===== src/hdl/cfg_width_sync_pkg.sv =====
// Behaviour
// - Parallel modes detect bus width from pattern
// - Only low eight data lines examined
// - BB then 11 selects x8
// - BB then 22 selects x16
// - BB then 44 selects x32
// - Bad code after BB resumes BB search
// - Valid pair switches width, starts sync search
// - Width locked until power, program, reprogram
// - Serial, scan, SPI modes ignore pattern
// - No sync match before width detected
// - Sync word aligns 32-bit word boundary
// - Words before sync discarded, none processed
// - Sync word is AA 99 55 66
// - Pins carry bits reversed within each byte
// - Byte MSB rides on data line zero
package cfg_width_sync_pkg;
  localparam int DATA_W = 32;
  localparam logic [7:0] PAT_MARK = 8'hBB;
  localparam logic [7:0] PAT_X8 = 8'h11;
  localparam logic [7:0] PAT_X16 = 8'h22;
  localparam logic [7:0] PAT_X32 = 8'h44;
  localparam logic [31:0] SYNC_WORD = 32'hAA995566;
  localparam logic [1:0] SYNC_CNT_RST = 2'h0;
  localparam logic [1:0] BEATS_X8 = 2'h3;
  localparam logic [1:0] BEATS_X16 = 2'h1;
  localparam logic [1:0] BEATS_X32 = 2'h0;
  localparam logic [31:0] SHIFT_RST = 32'h00000000;
  typedef enum logic [1:0] {WIDTH_NONE, WIDTH_X8, WIDTH_X16, WIDTH_X32} width_e;
  typedef enum logic [1:0] {ST_IDLE, ST_MARK, ST_CODE, ST_SYNC_HUNT} det_state_e;
endpackage


===== src/hdl/config_bus_width_sync_detect.sv =====
`timescale 1ns/1ps
module config_bus_width_sync_detect (
  input wire logic core_clk,
  input wire logic arst_n,
  input wire logic config_clock,
  input wire logic [31:0] pin_data,
  input wire logic port_write_sel,
  input wire logic parallel_mode,
  input wire logic program_pulse,
  input wire logic scan_reprogram_command,
  input wire logic internal_reprogram_command,
  output cfg_width_sync_pkg::width_e bus_width,
  output logic width_locked,
  output logic sync_found,
  output logic [31:0] word_data,
  output logic word_valid
);
  import cfg_width_sync_pkg::*;

  // ----------------------------------------
  // Input synchronisers
  // ----------------------------------------
  logic [2:0] config_clock_sync_reg;
  logic [1:0] sel_sync_reg, par_sync_reg;
  logic [2:0] rst_s1_reg, rst_s2_reg;
  logic [31:0] data_s1_reg, data_s2_reg;
  wire [2:0] restart_raw = {internal_reprogram_command, scan_reprogram_command, program_pulse};

  always_ff @(posedge core_clk or negedge arst_n) begin
    if (!arst_n) begin
      config_clock_sync_reg <= 3'h0;
      sel_sync_reg <= 2'h0;
      par_sync_reg <= 2'h0;
      rst_s1_reg <= 3'h0;
      rst_s2_reg <= 3'h0;
    end else begin
      config_clock_sync_reg <= {config_clock_sync_reg[1:0], config_clock};
      sel_sync_reg <= {sel_sync_reg[0], port_write_sel};
      par_sync_reg <= {par_sync_reg[0], parallel_mode};
      rst_s1_reg <= restart_raw;
      rst_s2_reg <= rst_s1_reg;
    end
  end

  always_ff @(posedge core_clk or negedge arst_n) begin
    if (!arst_n) begin
      data_s1_reg <= SHIFT_RST;
      data_s2_reg <= SHIFT_RST;
    end else begin
      data_s1_reg <= pin_data;
      data_s2_reg <= data_s1_reg;
    end
  end

  wire restart = |rst_s2_reg;

  // ----------------------------------------
  // Decode
  // ----------------------------------------
  function automatic logic [7:0] rev8(input logic [7:0] b);
    for (int i = 0; i < 8; i++) rev8[i] = b[7 - i];
  endfunction

  function automatic logic [31:0] rev_bytes(input logic [31:0] w);
    rev_bytes = {rev8(w[31:24]), rev8(w[23:16]), rev8(w[15:8]), rev8(w[7:0])};
  endfunction

  det_state_e state_reg, state_next;
  width_e width_reg, width_next;
  logic [31:0] shift_reg, shift_next;
  logic [1:0] cnt_reg, cnt_next;
  logic sync_reg, sync_next;
  logic [31:0] word_reg;
  logic valid_reg;

  wire config_clock_rise = config_clock_sync_reg[1] & ~config_clock_sync_reg[2];
  wire sample = config_clock_rise & sel_sync_reg[1];
  wire [7:0] low_byte = data_s2_reg[7:0];
  wire mark_hit = (low_byte == PAT_MARK);
  // Pin sync pattern is the stream with bit-reversed bytes
  wire [31:0] sync_pins = rev_bytes(SYNC_WORD);
  wire [31:0] shift_in8 = {shift_reg[23:0], data_s2_reg[7:0]};
  wire [31:0] shift_in16 = {shift_reg[15:0], data_s2_reg[15:0]};
  wire [31:0] assembled = (width_reg == WIDTH_X8) ? shift_in8 :
                          (width_reg == WIDTH_X16) ? shift_in16 : data_s2_reg;
  wire [1:0] beats = (width_reg == WIDTH_X8) ? BEATS_X8 :
                     (width_reg == WIDTH_X16) ? BEATS_X16 : BEATS_X32;
  wire word_done = (cnt_reg == beats);

  // ----------------------------------------
  // Width and sync state machine
  // ----------------------------------------
  always_comb begin
    state_next = state_reg;
    width_next = width_reg;
    shift_next = shift_reg;
    cnt_next = cnt_reg;
    sync_next = sync_reg;
    case (state_reg)
      ST_IDLE: begin
        if (par_sync_reg[1]) begin
          state_next = ST_MARK;
        end
      end
      ST_MARK: begin
        if (!par_sync_reg[1]) begin
          state_next = ST_IDLE;
        end else if (sample && mark_hit) begin
          state_next = ST_CODE;
        end
      end
      ST_CODE: begin
        if (!par_sync_reg[1]) begin
          state_next = ST_IDLE;
        end else if (sample) begin
          state_next = ST_SYNC_HUNT;
          shift_next = SHIFT_RST;
          cnt_next = SYNC_CNT_RST;
          case (low_byte)
            PAT_X8: width_next = WIDTH_X8;
            PAT_X16: width_next = WIDTH_X16;
            PAT_X32: width_next = WIDTH_X32;
            default: state_next = mark_hit ? ST_CODE : ST_MARK;
          endcase
        end
      end
      ST_SYNC_HUNT: begin
        if (sample) begin
          shift_next = assembled;
          if (!sync_reg && assembled == sync_pins) begin
            sync_next = 1'b1;
            cnt_next = SYNC_CNT_RST;
          end else if (sync_reg) begin
            cnt_next = word_done ? SYNC_CNT_RST : cnt_reg + 2'h1;
          end
        end
      end
      default: state_next = ST_IDLE;
    endcase
  end

  // ----------------------------------------
  // State registers
  // ----------------------------------------
  always_ff @(posedge core_clk or negedge arst_n) begin
    if (!arst_n) begin
      state_reg <= ST_IDLE;
    end else if (restart) begin
      state_reg <= ST_IDLE;
    end else begin
      state_reg <= state_next;
    end
  end

  always_ff @(posedge core_clk or negedge arst_n) begin
    if (!arst_n) begin
      width_reg <= WIDTH_NONE;
    end else if (restart) begin
      width_reg <= WIDTH_NONE;
    end else begin
      width_reg <= width_next;
    end
  end

  always_ff @(posedge core_clk or negedge arst_n) begin
    if (!arst_n) begin
      shift_reg <= SHIFT_RST;
    end else if (restart) begin
      shift_reg <= SHIFT_RST;
    end else begin
      shift_reg <= shift_next;
    end
  end

  always_ff @(posedge core_clk or negedge arst_n) begin
    if (!arst_n) begin
      cnt_reg <= SYNC_CNT_RST;
    end else if (restart) begin
      cnt_reg <= SYNC_CNT_RST;
    end else begin
      cnt_reg <= cnt_next;
    end
  end

  always_ff @(posedge core_clk or negedge arst_n) begin
    if (!arst_n) begin
      sync_reg <= 1'b0;
    end else if (restart) begin
      sync_reg <= 1'b0;
    end else begin
      sync_reg <= sync_next;
    end
  end

  // ----------------------------------------
  // Aligned word output
  // ----------------------------------------
  wire emit = sample && sync_reg && (state_reg == ST_SYNC_HUNT) && word_done;

  always_ff @(posedge core_clk or negedge arst_n) begin
    if (!arst_n) begin
      valid_reg <= 1'b0;
    end else begin
      valid_reg <= emit;
    end
  end

  always_ff @(posedge core_clk or negedge arst_n) begin
    if (!arst_n) begin
      word_reg <= SHIFT_RST;
    end else if (emit) begin
      word_reg <= rev_bytes(assembled);
    end
  end

  // ----------------------------------------
  // Status outputs
  // ----------------------------------------
  assign bus_width = width_reg;
  assign width_locked = (state_reg == ST_SYNC_HUNT);
  assign sync_found = sync_reg;
  assign word_data = word_reg;
  assign word_valid = valid_reg;
endmodule


===== config.mk =====
export PLATFORM = sky130hd
export DESIGN_NAME = config_bus_width_sync_detect
export DESIGN_NICKNAME = d
export VERILOG_FILES = /design/src/hdl/cfg_width_sync_pkg.sv /design/src/hdl/config_bus_width_sync_detect.sv
export SDC_FILE = /design/constraint.sdc
export NUM_CORES = 1
export LEC_CHECK = 0
export BUFFER_PORTS_ARGS = -buffer_cell sky130_fd_sc_hd__buf_2
export CAP_MARGIN = 20
export CORE_UTILIZATION = 40
export DETAILED_ROUTE_END_ITERATION = 10
export GPL_TIMING_DRIVEN = 0
export SETUP_SLACK_MARGIN = 0.5
export SYNTH_ARGS = -nofsm -noshare
export SYNTH_HDL_FRONTEND = slang
export SYNTH_SLANG_ARGS = --single-unit

===== constraint.sdc =====
create_clock -name core_clk -period 2.3 [get_ports core_clk]
set_input_delay 0.115 -clock core_clk [delete_from_list [all_inputs] [get_ports core_clk]]
set_output_delay 0.115 -clock core_clk [all_outputs]
set_load 0.02 [all_outputs]

Yosys cells after proc, flatten, opt, wreduce, memory -nomap -nowiden

Index checks and enable logic that the tools add are counted.

Register bits: 141

Add/sub/neg operators: 1
Equal/unequal tests: 18
Muxes and demuxes: 35
Bitwise logic cells: 3
Reductions and logical operators: 22

Operators by type and width:

| operator               | number |
|---|---|
| $mux W24               | 4 |
| $mux W32               | 2 |
| $pmux W24 S2           | 1 |
| $mux W2                | 20 |
| $eq A32 B31 Y1 const B | 1 |
| $pmux W2 S3            | 2 |
| $reduce_and A4 Y1      | 3 |
| $reduce_bool A2 Y1     | 5 |
| $ne A3 B3 Y1 const B   | 3 |
| $eq A8 B5 Y1 const B   | 1 |
| $eq A8 B6 Y1 const B   | 1 |
| $eq A8 B7 Y1 const B   | 1 |
| $eq A8 B8 Y1 const B   | 1 |
| $ne A4 B4 Y1 const B   | 2 |
| $reduce_bool A4 Y1     | 2 |
| $eq A2 B2 Y1 const B   | 3 |
| $reduce_or A3 Y1       | 2 |
| $logic_and A1 B1 Y1    | 5 |
| $mux W1                | 5 |
| $reduce_and A5 Y1      | 1 |
| $eq A2 B1 Y1 const B   | 2 |
| $ne A4 B1 Y1 const B   | 1 |
| $pmux W2 S2            | 1 |
| $ne A3 B1 Y1 const B   | 1 |
| other kinds (8)        | 9 |

Longest topological paths before layout

Word-level depth: 10
Gate-level depth with buffers: 10

Worst setup path before layout

Ideal clock, no wire load.

Path kind: register -> register
Start: reg width_reg[0], in the netlist bus_width[0]
End: reg cnt_reg[1]
Arrival: 2.198 ns
Path slack: -0.020 ns
Stages on the path, launching flop included: 11
Period minus slack after synthesis: 2.320 ns
Cells stage by stage: dfrtp_1 -> inv_1 -> ha_1 -> buf_6 -> buf_12 -> mux2_4 -> mux2i_4 -> nand4b_1 -> nor4b_2 -> nand2_1 -> a32o_1

Cells in the longest elaborated chain, start to end: 10

RTL lines:

| item                   | line                                                                   | source |
|---|---|---|
| from (decl)            | config_bus_width_sync_detect.sv:69                                     | `width_e width_reg, width_next;` |
| from (signal assigned) | config_bus_width_sync_detect.sv:161                                    | `width_reg <= width_next;` |
| $eq A2 B2 Y1           | config_bus_width_sync_detect.sv:85, config_bus_width_sync_detect.sv:87 |  |
| $mux W1                | config_bus_width_sync_detect.sv:87                                     | `(width_reg == WIDTH_X16) ? BEATS_X16 : BEATS_X32;` |
| $mux W2                | config_bus_width_sync_detect.sv:86                                     | `wire [1:0] beats = (width_reg == WIDTH_X8) ? BEATS_X8 :` |
| $eq A2 B2 Y1           | config_bus_width_sync_detect.sv:88                                     | `wire word_done = (cnt_reg == beats);` |
| $mux W2                | config_bus_width_sync_detect.sv:134                                    | `cnt_next = word_done ? SYNC_CNT_RST : cnt_reg + 2'h1;` |
| $mux W2                | config_bus_width_sync_detect.sv:133                                    | `end else if (sync_reg) begin` |
| $mux W2                | config_bus_width_sync_detect.sv:130                                    | `if (!sync_reg && assembled == sync_pins) begin` |
| $mux W2                | config_bus_width_sync_detect.sv:128                                    | `if (sample) begin` |
| $pmux W2 S2            | config_bus_width_sync_detect.sv:99                                     | `case (state_reg)` |
| $mux W2                | config_bus_width_sync_detect.sv:178                                    | `end else if (restart) begin` |
| to (signal assigned)   | config_bus_width_sync_detect.sv:181                                    | `cnt_reg <= cnt_next;` |
| to (decl)              | config_bus_width_sync_detect.sv:71                                     | `logic [1:0] cnt_reg, cnt_next;` |

Several ways; a longest one is shown, not always the timed one. The select of a mux whose other input is x is not followed.
A chain may end at the register's enable or synchronous reset.

Final worst setup path

Start: reg width_reg[1], in the netlist bus_width[1]
End: reg cnt_reg[1]

The elaborated chain is that of the path after synthesis.

==> impl_metrics.py <==
metrics = {
    "routing": {
        "vias": 3699,
        "first_pass_iters": 4,
        "viasPerCell": 4.945,
        "wl_mm": 12.18,
        "wl_per_cell_um": 16.28,
        "final_antenna_net_count": 0,
        "route.detailed.drc": 0,
        "first_iter_violations": 230,
    },
    "setup_path": {
        "crit_top_cell": "buf_12",
        "slowest_stage": "dfrtp_2",
        "timing_worst_setup_path_type": "reg -> reg",
        "cpPeakStageDelay_ns": 0.39,
        "cp_data_required_time_ns": 2.60,
        "r2r_end": "cnt_reg[1]$_DFFE_PN0P_",
        "arrival_ns": 2.60,
        "start_kind": "register",
        "endpoint_kind": "register",
        "ff2ff_path_depth": 10,
        "timing.rr.start": "bus_width[1]$_DFFE_PN0P_",
        "crit_chain": "inv_1 -> ha_2 -> buf_12 -> buf_12 -> mux2i_2 -> nor3_1 -> nand3_1 -> nor4b_4 -> nand2_1 -> a32o_1",
        "worstPathMaxFanout": 8,
        "r2r_slack_ns": 0.009,
    },
    "sta": {
        "finalClockSkew_ns": 0.009878,
        "hold_slack_ns": 0.2351,
        "grt_setup_unrepaired": "true",
        "finalSetupTns_ns": 0,
        "max_freq_mhz": 436.6,
        "hold_viol_final": 0,
        "setup_viol_count_final": 0,
        "fin_crit_ns": 2.291,
        "min_period_over_period": 0.9959,
        "relSlewSlack": 0.6581,
        "worst_slew_pin_slew_ns": 0.4986,
        "finalMaxSlewViolations": 0,
    },
    "clock_network": {
        "ctsLongestPathBuffers": 2,
        "cts_tree": "yes",
        "cts.clk_slew.worst_paths_ns": 0.06,
        "clock-sinks": 141,
        "root_buffer": "clkbuf_16",
        "htree_levels": 4,
        "clk_latency_ns": 0.42,
        "cts_buffers": 17,
    },
    "global_routing": {
        "overflow": 0,
        "grt_pass1_wl_mm": 19.09,
        "first_global_vias": 3668,
        "grt_usage": 0.1954,
        "antenna_found_initial": 0,
        "grt_max_degree": 87,
    },
    "pwr": {
        "powerDensity_nw_per_um2": 721.1,
        "p_total_w": 0.005479,
        "peakVddDrop_uv": 590.5,
        "p_leak_nw": 3.472,
    },
    "layout": {
        "drive_gt1_frac": 0.4184,
        "final-seq-area_um2": 3533,
        "final_nets": 610,
        "fillers": 1052,
        "final_cell_mix": "dfrtp_1 (137), buf_2 (76), nand2_1 (59)",
        "layout_commonest_cell": "dfrtp_1",
        "fin_area_um2": 7599,
        "n_antenna_cell": 0,
        "area_growth_syn_to_layout_pct": 46.02,
        "multi_input_area_um2": 1931,
        "final_core_util": 0.5997,
    },
    "floorplan": {
        "dieArea_um2": 13470,
        "core_um2": 12670,
        "initial_utilization": 0.4107,
        "rows": 41,
        "ios": 77,
        "die-width_um": 116.1,
        "die_h_um": 116.1,
    },
    "synthesis": {
        "synth-edff-count": 0,
        "synth_seq_area_share": 0.6780,
        "synthFlopType": "dfrtp_1",
        "async_reset_ff_frac": 1.000,
        "ys_warn_count": 0,
        "synth-seq-cells": 141,
        "yosysUniqueCellTypes": 49,
        "synth_cells": 401,
        "syn-num-nets": 447,
        "syn_area_per_cell_um2": 12.98,
        "netlist_area_um2": 5204,
    },
    "hold_path": {
        "min_path_type": "in -> async",
    },
    "placed_design": {
        "io_buffers": 76,
        "placed_area_um2": 5901,
        "place_congestion": 0.8143,
        "dp_hpwl_mm": 7.820,
    },
    "flow_run": {
        "drv_cap": 0,
    },
    "outcome": {
        "status": "finished clean",
    },
}
-- how the worst max path moves through the flow --
stage	start	to	cells after the start
final	bus_width[1]$_DFFE_PN0P_	cnt_reg[1]$_DFFE_PN0P_	10
after CTS	bus_width[1]$_DFFE_PN0P_	cnt_reg[1]$_DFFE_PN0P_	9
after detailed placement	bus_width[1]$_DFFE_PN0P_	cnt_reg[1]$_DFFE_PN0P_	10
after global routing	bus_width[1]$_DFFE_PN0P_	sync_found$_DFFE_PN0P_	10
after global placement	arst_n	bus_width[1]$_DFFE_PN0P_	1
after floorplan	bus_width[1]$_DFFE_PN0P_	cnt_reg[1]$_DFFE_PN0P_	9
-- cells in the mapped netlist (2+ instances only) --
cell      count  area [um^2]
buf_4         2        15.01
inv_1         8        30.03
or2_2         2        12.51
a21oi_1       9        45.04
mux2_1        2        22.52
dfrtp_1     141         3528
mux2_2       17        191.4
nand4_1       2        12.51
nor4b_1       2        17.52
o31ai_1      17        127.6
nand2_1      63        236.5
mux2i_1      23        230.2
nor2_1       11        41.29
ha_1          6        75.07
clkbuf_1     14        52.55
buf_6         2        22.52
nor3_1        9        45.04
o21ai_0      36        180.2
nand2b_1      4        25.02
a211oi_1      2        15.01
-- logic make-up (layout without fill, tap and decap cells) --
kind of cell | Yosys count | after routing | share of synthesized area
compound gates | 76 | 76 | 0.09017
xor+xnor | 2 | 2 | 0.003367
fa+ha+maj | 6 | 6 | 0.01443
buf+inv | 27 | 202 | 0.02693
flops | 141 | 141 | 0.6780
mux | 44 | 44 | 0.09257
simple gates | 105 | 105 | 0.09450
-- area by class of cell --
type                            count  area share
Clock inverter                     12     0.01597
Multi-Input combinational cell    233      0.2541
Clock buffer                       19     0.05961
Sequential cell                   141      0.4650
Tap cell                          172     0.02832
Buffer                             19     0.03623
Timing Repair Buffer              144      0.1368
Inverter                            8    0.003952
-- metrics by stage --
step | setup slack, ns | instances
2_1_floorplan | 0.1272 | 401
3_5_place_dp | -0.2030 | 650
5_1_grt | -0.07142 | 748
3_3_place_gp | -1.035 | 649
4_1_cts | -0.02720 | 742
6_report | 0.009394 | 748
-- routing by layer --
| layer | track usage | vias to the layer above | routed length [um] |
|---|---|---|---|
| li1 | - | 1731 | - |
| met3 | 0.05492 | 14 | 647 |
| met4 | 0.07350 | 0 | 168 |
| met2 | 0.3036 | 103 | 5992 |
| met1 | 0.2617 | 1851 | 5366 |
| met5 | 0 | - | 0 |
-- power breakdown --
part           switching, W  leakage [nW]  internal (W)
Combinational      0.000133          1.41      0.000129
Clock              0.000995         0.280       0.00163
Sequential        0.0000382          1.79       0.00255
-- repair_timing --
action	CTS	global route
pin swaps	12	15
endpoints found under the setup margin	64	64
hold endpoints to repair	93	0
resized for setup	64	59
hold buffers	39	0
cloned	1	0
buffers inserted	21	6
-- worst max-delay path, delay by kind of cell, from the launching register on --
| kind | cells | cell delay (ns) |
|---|---|---|
| DFF | 1 | 0.39 |
| and+or+nand+nor | 4 | 0.80 |
| muxes | 1 | 0.21 |
| buffers and inverters | 3 | 0.34 |
| AOI/OAI and AO/OA | 1 | 0.25 |
| adders and majority gates | 1 | 0.18 |
No activity file was read; power rests on OpenSTA's default activity.
